$ cat src/pkg/dli_defs.vh
// Purpose: Register indices, field positions and reset values of the
//          die link initiator status and control block.
// Assumes: Avalon word index = register index; byte address = 4 * index.
// Notes:   Definitions only.
`ifndef DLI_DEFS_VH
`define DLI_DEFS_VH

// ----------------------------------------------------------------
// Register indices
// ----------------------------------------------------------------
`define DLI_IDX_CTRL0     3'h0
`define DLI_IDX_CTRL1     3'h1
`define DLI_IDX_ERRST     3'h2
`define DLI_IDX_STAT1     3'h3

// ----------------------------------------------------------------
// Field positions
// ----------------------------------------------------------------
`define DLI_C0_ENABLE     7
`define DLI_C0_WIDTH8     6
`define DLI_C1_IRQ_EN     7
`define DLI_E_SUMMARY     7
`define DLI_E_ACKLINE     6
`define DLI_E_CANCEL      5
`define DLI_E_WAITEXP     4
`define DLI_E_TGTERR      3
`define DLI_E_PARITY      2
`define DLI_S1_TIRQ       7
`define DLI_S1_BUSY       6

// ----------------------------------------------------------------
// Reset values and constants
// ----------------------------------------------------------------
`define DLI_RST_CTRL0     8'h00
`define DLI_RST_CTRL1     8'h00
`define DLI_RST_ERRST     8'h00
`define DLI_RST_STAT1     8'h00
`define DLI_RST_ENABLE    1'b0
`define DLI_RST_LIMIT     4'h0
`define DLI_RST_DIV       2'h0
`define DLI_RD_ZERO       32'h00000000
`define DLI_LANES_8       8'hFF
`define DLI_LANES_4       8'h0F

`endif

$ cat src/core/dli_sync.v
// Purpose: Two flip-flop synchroniser for one level from a pin.
// Assumes: Single clock mclk, asynchronous active-low reset.
// Notes:   First stage is read only by the second stage.
`default_nettype none

module dli_sync
(
	input  wire mclk,
	input  wire arst_n,
	input  wire clk_en,
	input  wire din,
	output reg  dout
);

	reg meta;

	always @(posedge mclk or negedge arst_n)
	begin
		if (!arst_n)
		begin
			meta <= 1'b0;
			dout <= 1'b0;
		end
		else if (clk_en)
		begin
			meta <= din;
			dout <= meta;
		end
	end

endmodule // dli_sync

`default_nettype wire

$ cat src/core/dli_wait_timer.v
// Purpose: Counts link clock cycles after the last transfer cycle
//          and flags an expired acknowledge wait.
// Assumes: link_tick marks one interface clock cycle.
// Notes:   limit wait states are allowed; the next tick expires.
`default_nettype none

module dli_wait_timer
(
	input  wire       mclk,
	input  wire       arst_n,
	input  wire       clk_en,
	input  wire       arm,
	input  wire       ack,
	input  wire       link_tick,
	input  wire [3:0] limit,
	output reg        expired
);

	reg       waiting;
	reg [3:0] count;

	// ----------------------------------------------------------------
	// Wait counter
	// ----------------------------------------------------------------
	always @(posedge mclk or negedge arst_n)
	begin
		if (!arst_n)
		begin
			waiting <= 1'b0;
			count   <= 4'h0;
			expired <= 1'b0;
		end
		else if (clk_en)
		begin
			expired <= 1'b0;
			if (arm)
			begin
				waiting <= 1'b1;
				count   <= 4'h0;
			end
			else if (waiting && ack)
			begin
				waiting <= 1'b0;
			end
			else if (waiting && link_tick)
			begin
				// Zero limit expires on the first tick without ack
				if (count == limit)
				begin
					waiting <= 1'b0;
					expired <= 1'b1;
				end
				else
				begin
					count <= count + 4'h1;
				end
			end
		end
	end

endmodule // dli_wait_timer

`default_nettype wire

$ cat src/core/dli_status_ctrl.v
// Purpose: Control and status registers of the die link initiator:
//          enable lock, interrupt enable, acknowledge wait limit,
//          error flags, busy and target interrupt mirror.
// Assumes: Avalon-MM slave, word index addressing, 8-bit registers
//          in the low byte; sequencer and pins as listed below.
// Notes:   clk_en low freezes all state including the bus answer.
//
// Operation
// - Control bit 7 enables target interrupt.
// - Timeout after limit cycles sets timeout flag.
// - Wait limit write-once, special modes always writable.
// - Zero limit: ack directly after last cycle.
// - Nonzero limit allows that many wait states.
// - Enable set locks write-once bits until reset.
// - Summary flag set by any error flag.
// - Summary unmasked; write one clears it.
// - Ack cycle line not high sets fault.
// - Pending summary cancels transaction, sends idle.
// - Detected timeout sets timeout flag bit 4.
// - Target error at ack sets flag.
// - Parity error sets parity fault flag.
// - Received parity bits captured in bits 1:0.
// - Summary clear also clears five flags.
// - Target interrupt flag follows pin level.
// - Busy bit shows transaction in progress.
// - Enable write-once in normal mode.
//
// The Avalon-MM interface to the registers was left to the implementer.
`default_nettype none
`include "dli_defs.vh"

module dli_status_ctrl
(
	input  wire        mclk,
	input  wire        arst_n,
	input  wire        clk_en,
	input  wire        special_mode,
	input  wire [2:0]  avs_address,
	input  wire        avs_read,
	input  wire        avs_write,
	input  wire [3:0]  avs_byteenable,
	input  wire [31:0] avs_writedata,
	output reg  [31:0] avs_readdata,
	output reg         avs_waitrequest,
	input  wire        xfer_request,
	input  wire        xfer_last_cycle,
	input  wire        link_tick,
	input  wire        ack_cycle,
	input  wire [7:0]  ack_lines,
	input  wire        ack_target_error,
	input  wire [1:0]  ack_parity,
	input  wire        parity_error,
	input  wire        target_irq_pin,
	output reg         xfer_go,
	output reg         xfer_cancel,
	output wire        xfer_timeout,
	output reg         cfg_link_enable,
	output reg         cfg_width8,
	output reg  [1:0]  cfg_clk_div,
	output reg  [3:0]  cfg_wait_limit,
	output reg         irq_pin_pulldown,
	output reg         irq
);

	// ----------------------------------------------------------------
	// Functions
	// ----------------------------------------------------------------
	function [7:0] lane_mask;
		input wide;
		begin
			lane_mask = wide ? `DLI_LANES_8 : `DLI_LANES_4;
		end
	endfunction

	function [31:0] low_byte;
		input [7:0] val;
		begin
			low_byte = {24'h000000, val};
		end
	endfunction

	// ----------------------------------------------------------------
	// State
	// ----------------------------------------------------------------
	reg        target_irq_enable;
	reg        error_summary_flag;
	reg        ack_line_fault_flag;
	reg        cancelled_flag;
	reg        wait_expired_flag;
	reg        target_error_flag;
	reg        parity_fault_flag;
	reg        rx_parity_hi;
	reg        rx_parity_lo;
	reg        initiator_busy;
	wire       target_irq_flag;

	// ----------------------------------------------------------------
	// Bus decode
	// ----------------------------------------------------------------
	wire       bus_req;
	wire       wr_take;
	wire       wr_lane;
	wire       locked;
	wire       wr_ctrl0;
	wire       wr_ctrl1;
	wire       wr_errst;
	wire       err_clear;
	wire [7:0] wbyte;

	assign bus_req  = avs_read | avs_write;
	assign wr_take  = avs_write & ~avs_waitrequest;
	assign wr_lane  = wr_take & avs_byteenable[0];
	assign wbyte    = avs_writedata[7:0];
	// Lock holds once enable is set, except in special modes
	assign locked   = cfg_link_enable & ~special_mode;
	assign wr_ctrl0 = wr_lane & (avs_address == `DLI_IDX_CTRL0);
	assign wr_ctrl1 = wr_lane & (avs_address == `DLI_IDX_CTRL1);
	assign wr_errst = wr_lane & (avs_address == `DLI_IDX_ERRST);
	assign err_clear = wr_errst & wbyte[`DLI_E_SUMMARY];

	// ----------------------------------------------------------------
	// Pin synchroniser and wait timer
	// ----------------------------------------------------------------
	dli_sync u_irq_sync
	(
		.mclk   (mclk),
		.arst_n (arst_n),
		.clk_en (clk_en),
		.din    (target_irq_pin),
		.dout   (target_irq_flag)
	);

	// Armed only while busy, so a stray last-cycle pulse is ignored
	dli_wait_timer u_wait
	(
		.mclk      (mclk),
		.arst_n    (arst_n),
		.clk_en    (clk_en),
		.arm       (xfer_last_cycle & initiator_busy),
		.ack       (ack_cycle),
		.link_tick (link_tick),
		.limit     (cfg_wait_limit),
		.expired   (xfer_timeout)
	);

	// ----------------------------------------------------------------
	// Error events
	// ----------------------------------------------------------------
	wire ev_ackline;
	wire ev_cancel;
	wire ev_waitexp;
	wire ev_tgterr;
	wire ev_parity;
	wire ev_any;
	wire start_ok;
	wire [7:0] used_lanes;

	// Ack lines are judged only on the lanes in use
	assign used_lanes = lane_mask(cfg_width8);
	assign ev_ackline = ack_cycle & ((ack_lines & used_lanes) != used_lanes);
	assign ev_cancel  = xfer_request & cfg_link_enable & error_summary_flag;
	assign ev_waitexp = xfer_timeout;
	assign ev_tgterr  = ack_cycle & ack_target_error;
	assign ev_parity  = parity_error;
	assign ev_any     = ev_ackline | ev_cancel | ev_waitexp | ev_tgterr | ev_parity;
	assign start_ok   = xfer_request & cfg_link_enable & ~error_summary_flag & ~initiator_busy;

	// ----------------------------------------------------------------
	// Configuration registers
	// ----------------------------------------------------------------
	always @(posedge mclk or negedge arst_n)
	begin
		if (!arst_n)
		begin
			cfg_link_enable   <= `DLI_RST_ENABLE;
			cfg_width8        <= 1'b0;
			cfg_clk_div       <= `DLI_RST_DIV;
			cfg_wait_limit    <= `DLI_RST_LIMIT;
			target_irq_enable <= 1'b0;
		end
		else if (clk_en)
		begin
			if (wr_ctrl0 && !locked)
			begin
				cfg_link_enable <= wbyte[`DLI_C0_ENABLE];
				cfg_width8      <= wbyte[`DLI_C0_WIDTH8];
				cfg_clk_div     <= wbyte[1:0];
			end
			// Interrupt enable stays writable after the lock
			if (wr_ctrl1)
			begin
				target_irq_enable <= wbyte[`DLI_C1_IRQ_EN];
				if (!locked)
				begin
					cfg_wait_limit <= wbyte[3:0];
				end
			end
		end
	end

	// ----------------------------------------------------------------
	// Error flags: a new event wins over a clear in the same cycle
	// ----------------------------------------------------------------
	always @(posedge mclk or negedge arst_n)
	begin
		if (!arst_n)
		begin
			error_summary_flag  <= 1'b0;
			ack_line_fault_flag <= 1'b0;
			cancelled_flag      <= 1'b0;
			wait_expired_flag   <= 1'b0;
			target_error_flag   <= 1'b0;
			parity_fault_flag   <= 1'b0;
			rx_parity_hi        <= 1'b0;
			rx_parity_lo        <= 1'b0;
		end
		else if (clk_en)
		begin
			error_summary_flag  <= (error_summary_flag & ~err_clear) | ev_any;
			ack_line_fault_flag <= (ack_line_fault_flag & ~err_clear) | ev_ackline;
			cancelled_flag      <= (cancelled_flag & ~err_clear) | ev_cancel;
			wait_expired_flag   <= (wait_expired_flag & ~err_clear) | ev_waitexp;
			target_error_flag   <= (target_error_flag & ~err_clear) | ev_tgterr;
			parity_fault_flag   <= (parity_fault_flag & ~err_clear) | ev_parity;
			// Parity bits survive a summary clear; only an ack updates them
			if (ack_cycle)
			begin
				rx_parity_hi <= ack_parity[1];
				rx_parity_lo <= ack_parity[0];
			end
		end
	end

	// ----------------------------------------------------------------
	// Transaction start, cancel and busy
	// ----------------------------------------------------------------
	always @(posedge mclk or negedge arst_n)
	begin
		if (!arst_n)
		begin
			initiator_busy <= 1'b0;
			xfer_go        <= 1'b0;
			xfer_cancel    <= 1'b0;
		end
		else if (clk_en)
		begin
			// A request while disabled, or while busy with no pending summary, is dropped without a flag
			xfer_go     <= start_ok;
			xfer_cancel <= ev_cancel;
			if (start_ok)
			begin
				initiator_busy <= 1'b1;
			end
			else if (ack_cycle || xfer_timeout)
			begin
				initiator_busy <= 1'b0;
			end
		end
	end

	// ----------------------------------------------------------------
	// Interrupt and pull-down outputs
	// ----------------------------------------------------------------
	always @(posedge mclk or negedge arst_n)
	begin
		if (!arst_n)
		begin
			irq              <= 1'b0;
			irq_pin_pulldown <= 1'b0;
		end
		else if (clk_en)
		begin
			irq              <= error_summary_flag | (target_irq_flag & target_irq_enable);
			// Pull-down only while the link owns the pin
			irq_pin_pulldown <= cfg_link_enable;
		end
	end

	// ----------------------------------------------------------------
	// Read mux
	// ----------------------------------------------------------------
	reg [7:0] rd_byte;

	always @*
	begin
		rd_byte = 8'h00;
		case (avs_address)
			`DLI_IDX_CTRL0:
			begin
				rd_byte = {cfg_link_enable, cfg_width8, 4'h0, cfg_clk_div};
			end
			`DLI_IDX_CTRL1:
			begin
				rd_byte = {target_irq_enable, 3'h0, cfg_wait_limit};
			end
			`DLI_IDX_ERRST:
			begin
				rd_byte = {error_summary_flag, ack_line_fault_flag, cancelled_flag,
					wait_expired_flag, target_error_flag, parity_fault_flag,
					rx_parity_hi, rx_parity_lo};
			end
			`DLI_IDX_STAT1:
			begin
				rd_byte = {target_irq_flag, initiator_busy, 6'h00};
			end
			default:
			begin
				rd_byte = 8'h00;
			end
		endcase
	end

	// ----------------------------------------------------------------
	// Avalon answer: one wait cycle, read data registered
	// ----------------------------------------------------------------
	always @(posedge mclk or negedge arst_n)
	begin
		if (!arst_n)
		begin
			avs_waitrequest <= 1'b1;
			avs_readdata    <= `DLI_RD_ZERO;
		end
		else if (clk_en)
		begin
			if (avs_waitrequest)
			begin
				avs_waitrequest <= ~bus_req;
				// Read data reflect the registers at the edge that drops waitrequest, one cycle before the taking edge
				if (avs_read)
				begin
					avs_readdata <= low_byte(rd_byte);
				end
			end
			else
			begin
				avs_waitrequest <= 1'b1;
			end
		end
	end

endmodule // dli_status_ctrl

`default_nettype wire

$ cat config.mk
export PLATFORM = sky130hd
export DESIGN_NAME = dli_status_ctrl
export DESIGN_NICKNAME = d
export VERILOG_FILES = /design/src/core/dli_sync.v /design/src/core/dli_wait_timer.v /design/src/core/dli_status_ctrl.v
export VERILOG_INCLUDE_DIRS = /design/src /design/src/pkg
export SDC_FILE = /design/constraint.sdc
export NUM_CORES = 1
export LEC_CHECK = 0
export BUFFER_PORTS_ARGS = -buffer_cell sky130_fd_sc_hd__buf_2
export CORE_ASPECT_RATIO = 1.5
export CORE_MARGIN = 2
export CORE_UTILIZATION = 41
export DETAILED_ROUTE_END_ITERATION = 10
export HOLD_SLACK_MARGIN = 0.02
export PLACE_DENSITY = 0.78
export SLEW_MARGIN = 20
export SYNTH_ARGS = -nofsm -noshare
export SYNTH_HDL_FRONTEND = slang
export SYNTH_SLANG_ARGS = --single-unit
$ cat constraint.sdc
create_clock -name mclk -period 1.6 [get_ports mclk]
set_clock_uncertainty 0.15 [all_clocks]
set_input_delay 0.24 -clock mclk [delete_from_list [all_inputs] [get_ports mclk]]
set_output_delay 0.24 -clock mclk [all_outputs]
set_load 0.1 [all_outputs]
==> results of run 1 <==
[final cells by class]
| class | instances | area, sq um |
|---|---|---|
| timing repair buffer | 73 | 483 |
| clock inverter | 1 | 5.00 |
| sequential | 39 | 997 |
| tap | 66 | 82.6 |
| inverter | 4 | 15.0 |
| clock buffer | 7 | 76.3 |
| multi-input combinational | 129 | 1040 |
| fill | 422 | 2150 |
[metal layers]
metal  wire, um  up-vias  track usage
li1           -      755            -
met1       1700      793        0.195
met2       2500       60        0.307
met3        222       11       0.0358
met4        128        0       0.0709
met5          0        -            0
[power groups by stage]
stage | registers, mW | clock network, mW | logic (mW)
2_1_floorplan | 1.62 | 0 | 0.471
3_3_place_gp | 1.17 | 0 | 1.14
5_1_grt | 1.17 | 0.691 | 1.23
4_1_cts | 1.16 | 0.651 | 1.17
3_5_place_dp | 1.18 | 0 | 1.15
6_report | 1.16 | 0.638 | 1.18
[synthesized netlist by cell type, types with 2 or more instances]
master,number
o21ai_0,6
nand4_1,4
buf_4,24
nor2b_1,2
nand2_1,13
nand3_1,6
a22o_1,16
nand4b_4,2
nor3b_1,2
buf_6,2
xnor2_1,4
dfrtp_1,38
a21oi_1,4
mux2i_1,3
nand2b_1,2
inv_1,4
a21o_1,2
and2_1,2
buf_2,2
nor2_1,4
mux2_2,14
[timing repair]
action / CTS / global route
setup buffers: 1 / 0
hold endpoints to repair: 39 / 0
endpoints found under the setup margin: 13 / 18
hold buffers: 1 / 0
gates resized for setup: 9 / 8
pin swaps: 0 / 1
[state kept, by name (all words and copies together) (netlist names), 2 cells and up]
name / count
avs_readdata: 8
cfg_wait_limit: 4
u_wait.count: 4
cfg_clk_div: 2
[cell families after synthesis]
logic type | after synthesis | share of synthesized area
compound gates | 38 | 0.145
xor+xnor | 4 | 0.0170
fa+ha+maj | 1 | 0.00609
buf+inv | 32 | 0.111
flops | 39 | 0.475
mux | 18 | 0.102
other cells | 1 | 0.00182
simple gates | 44 | 0.142
[through the flow]
| stage | setup TNS (ns) | hold WS (ns) | instance area, sq um | cells |
|---|---|---|---|---|
| 6_report | -0.268 | 0.0259 | 2700 | 319 |
| 5_1_grt | -0.681 | 0.0310 | 2700 | 319 |
| 4_1_cts | -0.130 | 0.0209 | 2670 | 320 |
| 3_5_place_dp | -0.102 | 0.0711 | 2520 | 310 |
| 3_3_place_gp | -0.0781 | 0.0728 | 2520 | 310 |
| 2_1_floorplan | -1.42 | -0.206 | 2190 | 200 |
[path summary, 6_finish.rpt]
check	from	to	slack, ns	cells past startpoint
worst max-delay path	avs_waitrequest	cfg_clk_div[0]	-0.07	4
worst min-delay path	target_irq_pin	u_irq_sync.meta	0.03	2
worst max register to register	avs_waitrequest	cfg_clk_div[0]	-0.07	4
worst min register to register	ack_line_fault_flag	ack_line_fault_flag	0.35	1
max in group asynchronous	arst_n	avs_waitrequest	0.75	3
min in group asynchronous	arst_n	u_irq_sync.meta	0.28	3
==> out/summary.txt, run 1 <==
1st-pass router iterations -> 4
Hold Violations, Final -> 0
Worst Path Arrival -> 1.69 ns
Initial Utilization -> 0.424
Vias -> 1619
GRT Total Usage -> 0.175
Ports -> 108
CP top delay family -> simple AND/OR/NAND/NOR gates
Min Tclk post-route -> 1.67 ns
Remaining routing DRC violations -> 0
Status -> complete, but fails checks
P_int -> 1.69 mW
Final Util -> 0.557
Area share of the largest cell type after synthesis -> 0.463
GP Congestion -> 0.774
Max_cap viols -> 0
Mapped Area -> 2060 sq um
Setup WS pre-CTS -> -0.0252 ns
Die Span X -> 61.8 um
Syn Inst Count -> 177
LEAKAGE -> 1.31 nW
Post-route setup slack -> -0.0652 ns
#FFs+latches synth -> 39
Count of pins over their slew limit -> 0
WP data required -> 1.63 ns
Seq/Total Area, Yosys -> 0.475
Area leader, netlist -> dfrtp_1
Antenna diodes -> 0
Clock Path Buffers -> 2
FP Rows -> 31
Die height -> 90.7 um
Critical path, cell by cell -> nand4b_4 > nor4_4 > and2_4 > mux2_4
Detailed Place HPWL -> 3550 um
DR vias/cell -> 5.08
Max IR drop VDD -> 0.491 mV
Final WL -> 4550 um
Largest cells by area after synthesis -> dfrtp_1, buf_4, mux2_2
CP max FO -> 3
Initial antenna violation count -> 0
Failing checks -> setup timing
Pwr Total -> 2.98 mW
Root Buffer -> clkbuf_8
Vias in the first global route -> 1632
PortBufs -> 54
Layout cells sized above 1 -> 0.443
Setup Viol. Count Final -> 8
Initial DRC Count -> 45
Crit end category -> flop
Core region area -> 4850 sq um
FFs w/ async S/R, synth -> 1.00
Maximum number of pins on one net before global-route repair -> 40
Ys flop type -> dfrtp_1
Worst-skew pair later-pin latency -> 0.29 ns
Full die area -> 5610 sq um
Comb power frac -> 0.396
Delay of the slowest critical-path stage -> 0.46 ns
CTS tree -> done
P per Cell Area -> 1100 nW/um^2
Startpoint Class -> flop
CTS Buf Count -> 5
Nets@finish -> 315
FMAX -> 601 MHz
CP max stage cell -> dfstp_4
RSZ-0062 raised after global routing -> true
Total global routing overflow -> 0
WL/cell -> 14.3 um
Htree depth -> 2
Mean Syn Cell Area -> 11.6 sq um
P_sw -> 1.29 mW
Routed Antenna Nets -> 0
First-pass GRT wire length -> 7400 um
Buffer and inverter count on the worst path -> 0
Worst-path clk slew -> 0.08 ns
Most frequent cells in the layout -> buf_2, dfrtp_1, conb_1, buf_4, a22o_1
Sequential power share -> 0.389
Post-synth EDFFs -> 0
CTS sink count -> 39
Synth unique cells -> 42
Switching Fraction -> 0.432
Area Growth Syn to Fin -> 31.3%
HP Class -> in2reg
Fin crit share -> 1.04
Clock power frac -> 0.214
Synth Warn # -> 0
Most common cell after layout, fill and taps aside -> buf_2
CP Class -> reg2reg
Note: power is estimated with default switching activity, not from simulation.
==> run 2: changes to the inputs <==
- ABC_AREA: unset -> 1
==> run 2 against run 1 <==
  * The flow still finishes with violations (setup timing)
  * Non-clock buffer count fell by 6
  * Combinational power is 7% lower
  * Maximum frequency increased by 3.5%
  * Synthesized area increased by 0.12%
  * Routed wire length fell by 1.3%
  * Setup slack better by 0.057 ns
  * Utilization shrank 2.5 points
  * Sequential cell count did not move
==> out/summary.txt, run 2 <==
Status -> complete, but fails checks
Failing checks -> setup timing
Adder-cell share of the synthesized area -> 0.00608
Post-route setup slack -> -0.00822 ns
#FFs+latches synth -> 39
Detailed Place HPWL -> 3570 um
Setup Viol. Count Final -> 1
Htree depth -> 2
Core region area -> 4850 sq um
WP data required -> 1.21 ns
Worst-skew pair later-pin latency -> 0.29 ns
Mapped Area -> 2060 sq um
Maximum number of pins on one net before global-route repair -> 26
First-pass GRT wire length -> 7220 um
Hold Violations, Final -> 0
Count of pins over their slew limit -> 0
Vias in the first global route -> 1707
CP max FO -> 2
Total global routing overflow -> 0
Worst reg-to-reg setup slack -> 0.06 ns
Antenna diodes -> 0
Reg2reg start -> avs_waitrequest
Pwr Total -> 2.88 mW
Post-synthesis mux area share -> 0
CTS Buf Count -> 5
Top cells by count, synth -> nand2_1, dfrtp_1, inv_1
Largest family of logic cells by synthesized area -> simple AND/OR/NAND/NOR gates
Die Span X -> 61.9 um
Syn Inst Count -> 261
FMAX -> 622 MHz
1st-pass router iterations -> 5
Crit end category -> output pin
Post-Synth XOR/XNOR Area -> 0.00851
Layout cells sized above 1 -> 0.301
Largest cells by area after synthesis -> dfrtp_1, nand2_1, buf_4
Top reg by flops -> avs_readdata
GP Congestion -> 0.809
Max_cap viols -> 0
Initial Utilization -> 0.425
CTS sink count -> 39
Clock Path Buffers -> 2
Area share of the largest cell type after synthesis -> 0.462
Worst-path clk slew -> 0.07 ns
Seq/Total Area, Yosys -> 0.475
Die height -> 90.8 um
Compound-cell area share of the yosys netlist -> 0.0930
Hold Startpoint -> target_irq_pin
P per Cell Area -> 1120 nW/um^2
CP Class -> reg2out
# fillers -> 472
FP Rows -> 31
Final instance area -> 2580 sq um
Final WL -> 4500 um
Worst Path Arrival -> 1.22 ns
Synth unique cells -> 30
Most frequent cells in the layout -> nand2_1, buf_2, dfrtp_1, inv_1, conb_1
DP Area -> 2430 sq um
GRT Total Usage -> 0.169
Routed Antenna Nets -> 0
Nets@finish -> 394
HP Class -> in2reg
Post-synth EDFFs -> 0
Initial DRC Count -> 52
Min Tclk post-route -> 1.61 ns
Initial antenna violation count -> 0
Mean Syn Cell Area -> 7.89 sq um
FFs w/ async S/R, synth -> 1.00
Remaining routing DRC violations -> 0
Area Growth Syn to Fin -> 25.4%
Full die area -> 5610 sq um
Reg2Reg Depth -> 7
Largest register FFs -> 8
Area leader, netlist -> dfrtp_1
Vias -> 1810
PortBufs -> 54
Simple-gate share of the synthesized area -> 0.255
WL/cell -> 11.3 um
DR vias/cell -> 4.55
Fin crit share -> 1.01
Synth Warn # -> 0
Top-count cell post-synth -> nand2_1
Regs by FF count -> avs_readdata: 8 flops, cfg_wait_limit: 4 flops, u_wait.count: 4 flops
Root Buffer -> clkbuf_8
Ys flop type -> dfrtp_1
RSZ-0062 raised after global routing -> true
Max IR drop VDD -> 0.758 mV
Reg-to-Reg End -> cfg_width8
Worst setup startpoint -> avs_waitrequest
Startpoint Class -> flop
Critical Path Sink -> avs_waitrequest
Most common cell after layout, fill and taps aside -> nand2_1
LEAKAGE -> 1.42 nW
Ports -> 108
CTS tree -> done
[run 2: cell types whose count changed after synthesis, moves of 3 or more]
cell and change:
nand3_1 +6, nand2_1 +73, inv_2 +6, nor2_1 +7, xnor2_1 -3, inv_1 +25, o22ai_1 +4, mux2_2 -14
a22o_1 -16, o21ai_1 +12, mux2i_1 -3
[run 2: what timing repair did]
item	4_1_cts	5_1_grt
buffers inserted	0	2
hold buffers	3	0
cloned	0	0
pin swaps	0	2
endpoints found under the setup margin	4	15
resized for setup	1	7
hold endpoints to repair	16	0
[run 2: final cells by class]
class,instances,area [sq um],area share
Multi-Input combinational cell,183,877,0.340
Clock inverter,1,5.00,0.00194
Clock buffer,7,76.3,0.0296
Sequential cell,39,997,0.386
Inverter,35,136,0.0528
Tap cell,66,82.6,0.0320
Timing Repair Buffer,67,407,0.158
[run 2: cell families after synthesis]
family                   count (synthesis)
AO/OA/AOI/OAI                           33
other                                    1
AND/OR/NAND/NOR                        123
buffers and inverters                   62
flip-flops                              39
adder cells (fa/ha/maj)                  1
XOR/XNOR                                 2
[run 2: worst min-delay path by stage]
stage / end / slack (ns) / depth (start not counted)
after floorplan: ack_line_fault_flag / -0.21 / 0
after global placement: u_wait.count[2] / 0.02 / 1
after detailed placement: u_wait.count[2] / 0.02 / 1
after CTS: u_irq_sync.meta / 0.02 / 3
after global routing: u_irq_sync.meta / 0.05 / 3
final: u_irq_sync.meta / 0.02 / 3
[run 2: routing by layer]
layer | GRT usage | wire length (um) | up-vias
met5 | 0 | 0 | -
met2 | 0.267 | 2190 | 74
met4 | 0.105 | 199 | 0
met1 | 0.204 | 1860 | 809
li1 | - | - | 910
met3 | 0.0301 | 247 | 17
[run 2: critical path, stage by stage (launching register included)]
cell and delay (ns):
dfstp_4 0.64, buf_4 0.13, buf_12 0.17
[run 2: power breakdown]
group / internal [mW] / switching (mW) / total [mW]
Combinational: 0.187 / 0.916 / 1.10
Clock: 0.306 / 0.326 / 0.632
Sequential: 1.09 / 0.0593 / 1.15
Total: 1.58 / 1.30 / 2.88
[run 2: per-stage QoR]
step	setup TNS [ns]	instances	utilization	setup slack, ns	hold WS (ns)
global route	-0.149	398	0.532	-0.0472	0.0483
finish	-0.00822	398	0.532	-0.00822	0.0230
global placement	-0.00433	385	0.501	-0.00433	0.0188
floorplan	-0.0506	284	-	-0.0179	-0.206
detailed placement	-0.0973	385	0.501	-0.0415	0.0247
CTS	0	396	0.524	0.00960	0.0211
==> run 3: changes to the inputs <==
- CELL_PAD_IN_SITES_DETAIL_PLACEMENT: unset -> 0
- CELL_PAD_IN_SITES_GLOBAL_PLACEMENT: unset -> 1
- CORE_UTILIZATION: 41 -> 28
- PLACE_DENSITY: 0.78 -> 0.77
==> run 3 against run 2 <==
  * The flow now finishes without violations
  * Final area rose by 2.4%
  * Largest cell class unchanged
  * Critical path depth fell by 1
  * Sequential power barely moved
  * Total power rose by 0.61%
  * Utilization fell by 16 points
  * Maximum frequency rose by 2.8%
  * Largest power group unchanged
  * Sequential cell count did not move
  * Worst hold slack barely moved
  * First-iteration DRC count rose by 83%
  * Routed wire length rose by 12%
==> out/summary.txt, run 3 (synthesis gave the netlist of run 2 again) <==
LEAKAGE -> 1.44 nW
Initial DRC Count -> 95
Worst-skew pair later-pin latency -> 0.29 ns
Reg2reg start -> avs_waitrequest
Fin crit share -> 0.978
Area Growth Syn to Fin -> 28.5%
Hold Violations, Final -> 0
DR vias/cell -> 4.15
Vias -> 1814
PortBufs -> 54
FP Rows -> 38
CTS tree -> done
Worst setup startpoint -> cfg_wait_limit[1]
Hold Startpoint -> avs_writedata[6]
DP Area -> 2500 sq um
Largest register FFs -> 8
Min Tclk post-route -> 1.57 ns
Initial Utilization -> 0.287
Antenna diodes -> 0
Layout cells sized above 1 -> 0.312
FMAX -> 639 MHz
CP Class -> reg2out
1st-pass router iterations -> 4
Buffer and inverter count on the worst path -> 1
WHS -> 0.0227 ns
Maximum number of pins on one net before global-route repair -> 18
Delay of the slowest critical-path stage -> 0.44 ns
Regs by FF count -> avs_readdata: 8 flops, cfg_wait_limit: 4 flops, u_wait.count: 4 flops
Most common cell after layout, fill and taps aside -> nand2_1
Detailed Place HPWL -> 4040 um
Worst-path clk slew -> 0.08 ns
Final instance area -> 2640 sq um
HP Class -> in2reg
Die height -> 109 um
Post-route setup slack -> 0.0350 ns
Routed Antenna Nets -> 0
Crit end category -> output pin
Worst Path Arrival -> 1.18 ns
Setup Viol. Count Final -> 0
M3 GR Usage -> 0.0148
Ports -> 108
CP max FO -> 5
CP max stage cell -> dfrtp_4
CTS Buf Count -> 5
Full die area -> 8070 sq um
Grt met2 use -> 0.232
Count of pins over their slew limit -> 0
# fillers -> 750
Max IR drop VDD -> 0.364 mV
Final WL -> 5060 um
Setup WS pre-CTS -> -0.0659 ns
Core region area -> 7180 sq um
GP Congestion -> 0.798
Htree depth -> 2
Status -> finished, final reports clean
Clock Path Buffers -> 2
Gr busiest metal -> met2
Nets@finish -> 399
Max_cap viols -> 0
GR Util met1 -> 0.148
Most frequent cells in the layout -> nand2_1, buf_2, dfrtp_1, inv_1, conb_1
WP data required -> 1.21 ns
WL/cell -> 11.6 um
Startpoint Class -> flop
CTS sink count -> 39
Vias in the first global route -> 1691
First-pass GRT wire length -> 7870 um
Die Span X -> 74.0 um
P per Cell Area -> 1100 nW/um^2
Critical path, cell by cell -> buf_2
GRT Total Usage -> 0.130
Remaining routing DRC violations -> 0
Initial antenna violation count -> 0
CP top delay family -> flip-flops
Total global routing overflow -> 0
Root Buffer -> clkbuf_8
Top reg by flops -> avs_readdata
## run 3: changes by cell type in the layout (fill, tap and decap cells not counted), sizes merged
cell | previous run | this run
dlygate4sd3 | 3 | 4
buf | 64 | 67
clkinv | 1 | 3
clkbuf | 7 | 6
## run 3: worst register-to-register path: stages (launching register included)
cell,delay (ns)
dfstp_4,0.47
inv_2,0.06
nand3_2,0.08
nor2_4,0.15
nand2_2,0.07
or2_4,0.30
nor2_2,0.12
a21oi_2,0.04
## run 3: per-layer routing
| metal | up-vias | wire length [um] |
|---|---|---|
| met5 | - | 0 |
| met4 | 0 | 147 |
| met3 | 11 | 230 |
| met2 | 63 | 2710 |
| met1 | 823 | 1970 |
| li1 | 917 | - |
## run 3: worst paths after layout
kind                       cells past startpoint                end  slack [ns]
min                                            3         cfg_width8        0.02
max reg2reg                                    7  cfg_wait_limit[2]        0.05
max in group asynchronous                      3    avs_waitrequest        0.49
max                                            1  cfg_wait_limit[1]        0.03
min in group asynchronous                      2  cfg_wait_limit[3]        0.24
min reg2reg                                    2    avs_readdata[6]        0.32
## run 3: where the power goes
part	switching (mW)	internal, mW
clock network	0.349	0.298
registers	0.0569	1.09
logic	0.917	0.191
## run 3: repair_timing
item / in CTS / in global routing
endpoints found under the setup margin: 5 / 10
gates resized for setup: 3 / 4
pin swaps: 0 / 2
hold buffers: 4 / 0
buffers inserted: 0 / 2
hold endpoints to repair: 18 / 0
## run 3: per-stage QoR
step / power [mW] / utilization / std cells / setup TNS (ns)
2_1_floorplan: 2.07 / - / 284 / -0.0506
5_1_grt: 3.03 / 0.368 / 437 / -0.00397
4_1_cts: 2.92 / 0.366 / 436 / 0
6_report: 2.90 / 0.368 / 437 / 0
3_5_place_dp: 2.26 / 0.348 / 424 / -0.226
3_3_place_gp: 2.25 / 0.348 / 424 / -0.154
## run 3: layout make-up
| class | instances | area (sq um) | area share |
|---|---|---|---|
| tap | 100 | 125 | 0.0473 |
| clock inverter | 3 | 15.0 | 0.00568 |
| timing repair buffer | 72 | 439 | 0.166 |
| sequential | 39 | 997 | 0.377 |
| inverter | 35 | 131 | 0.0497 |
| multi-input combinational | 183 | 867 | 0.328 |
| clock buffer | 5 | 68.8 | 0.0260 |
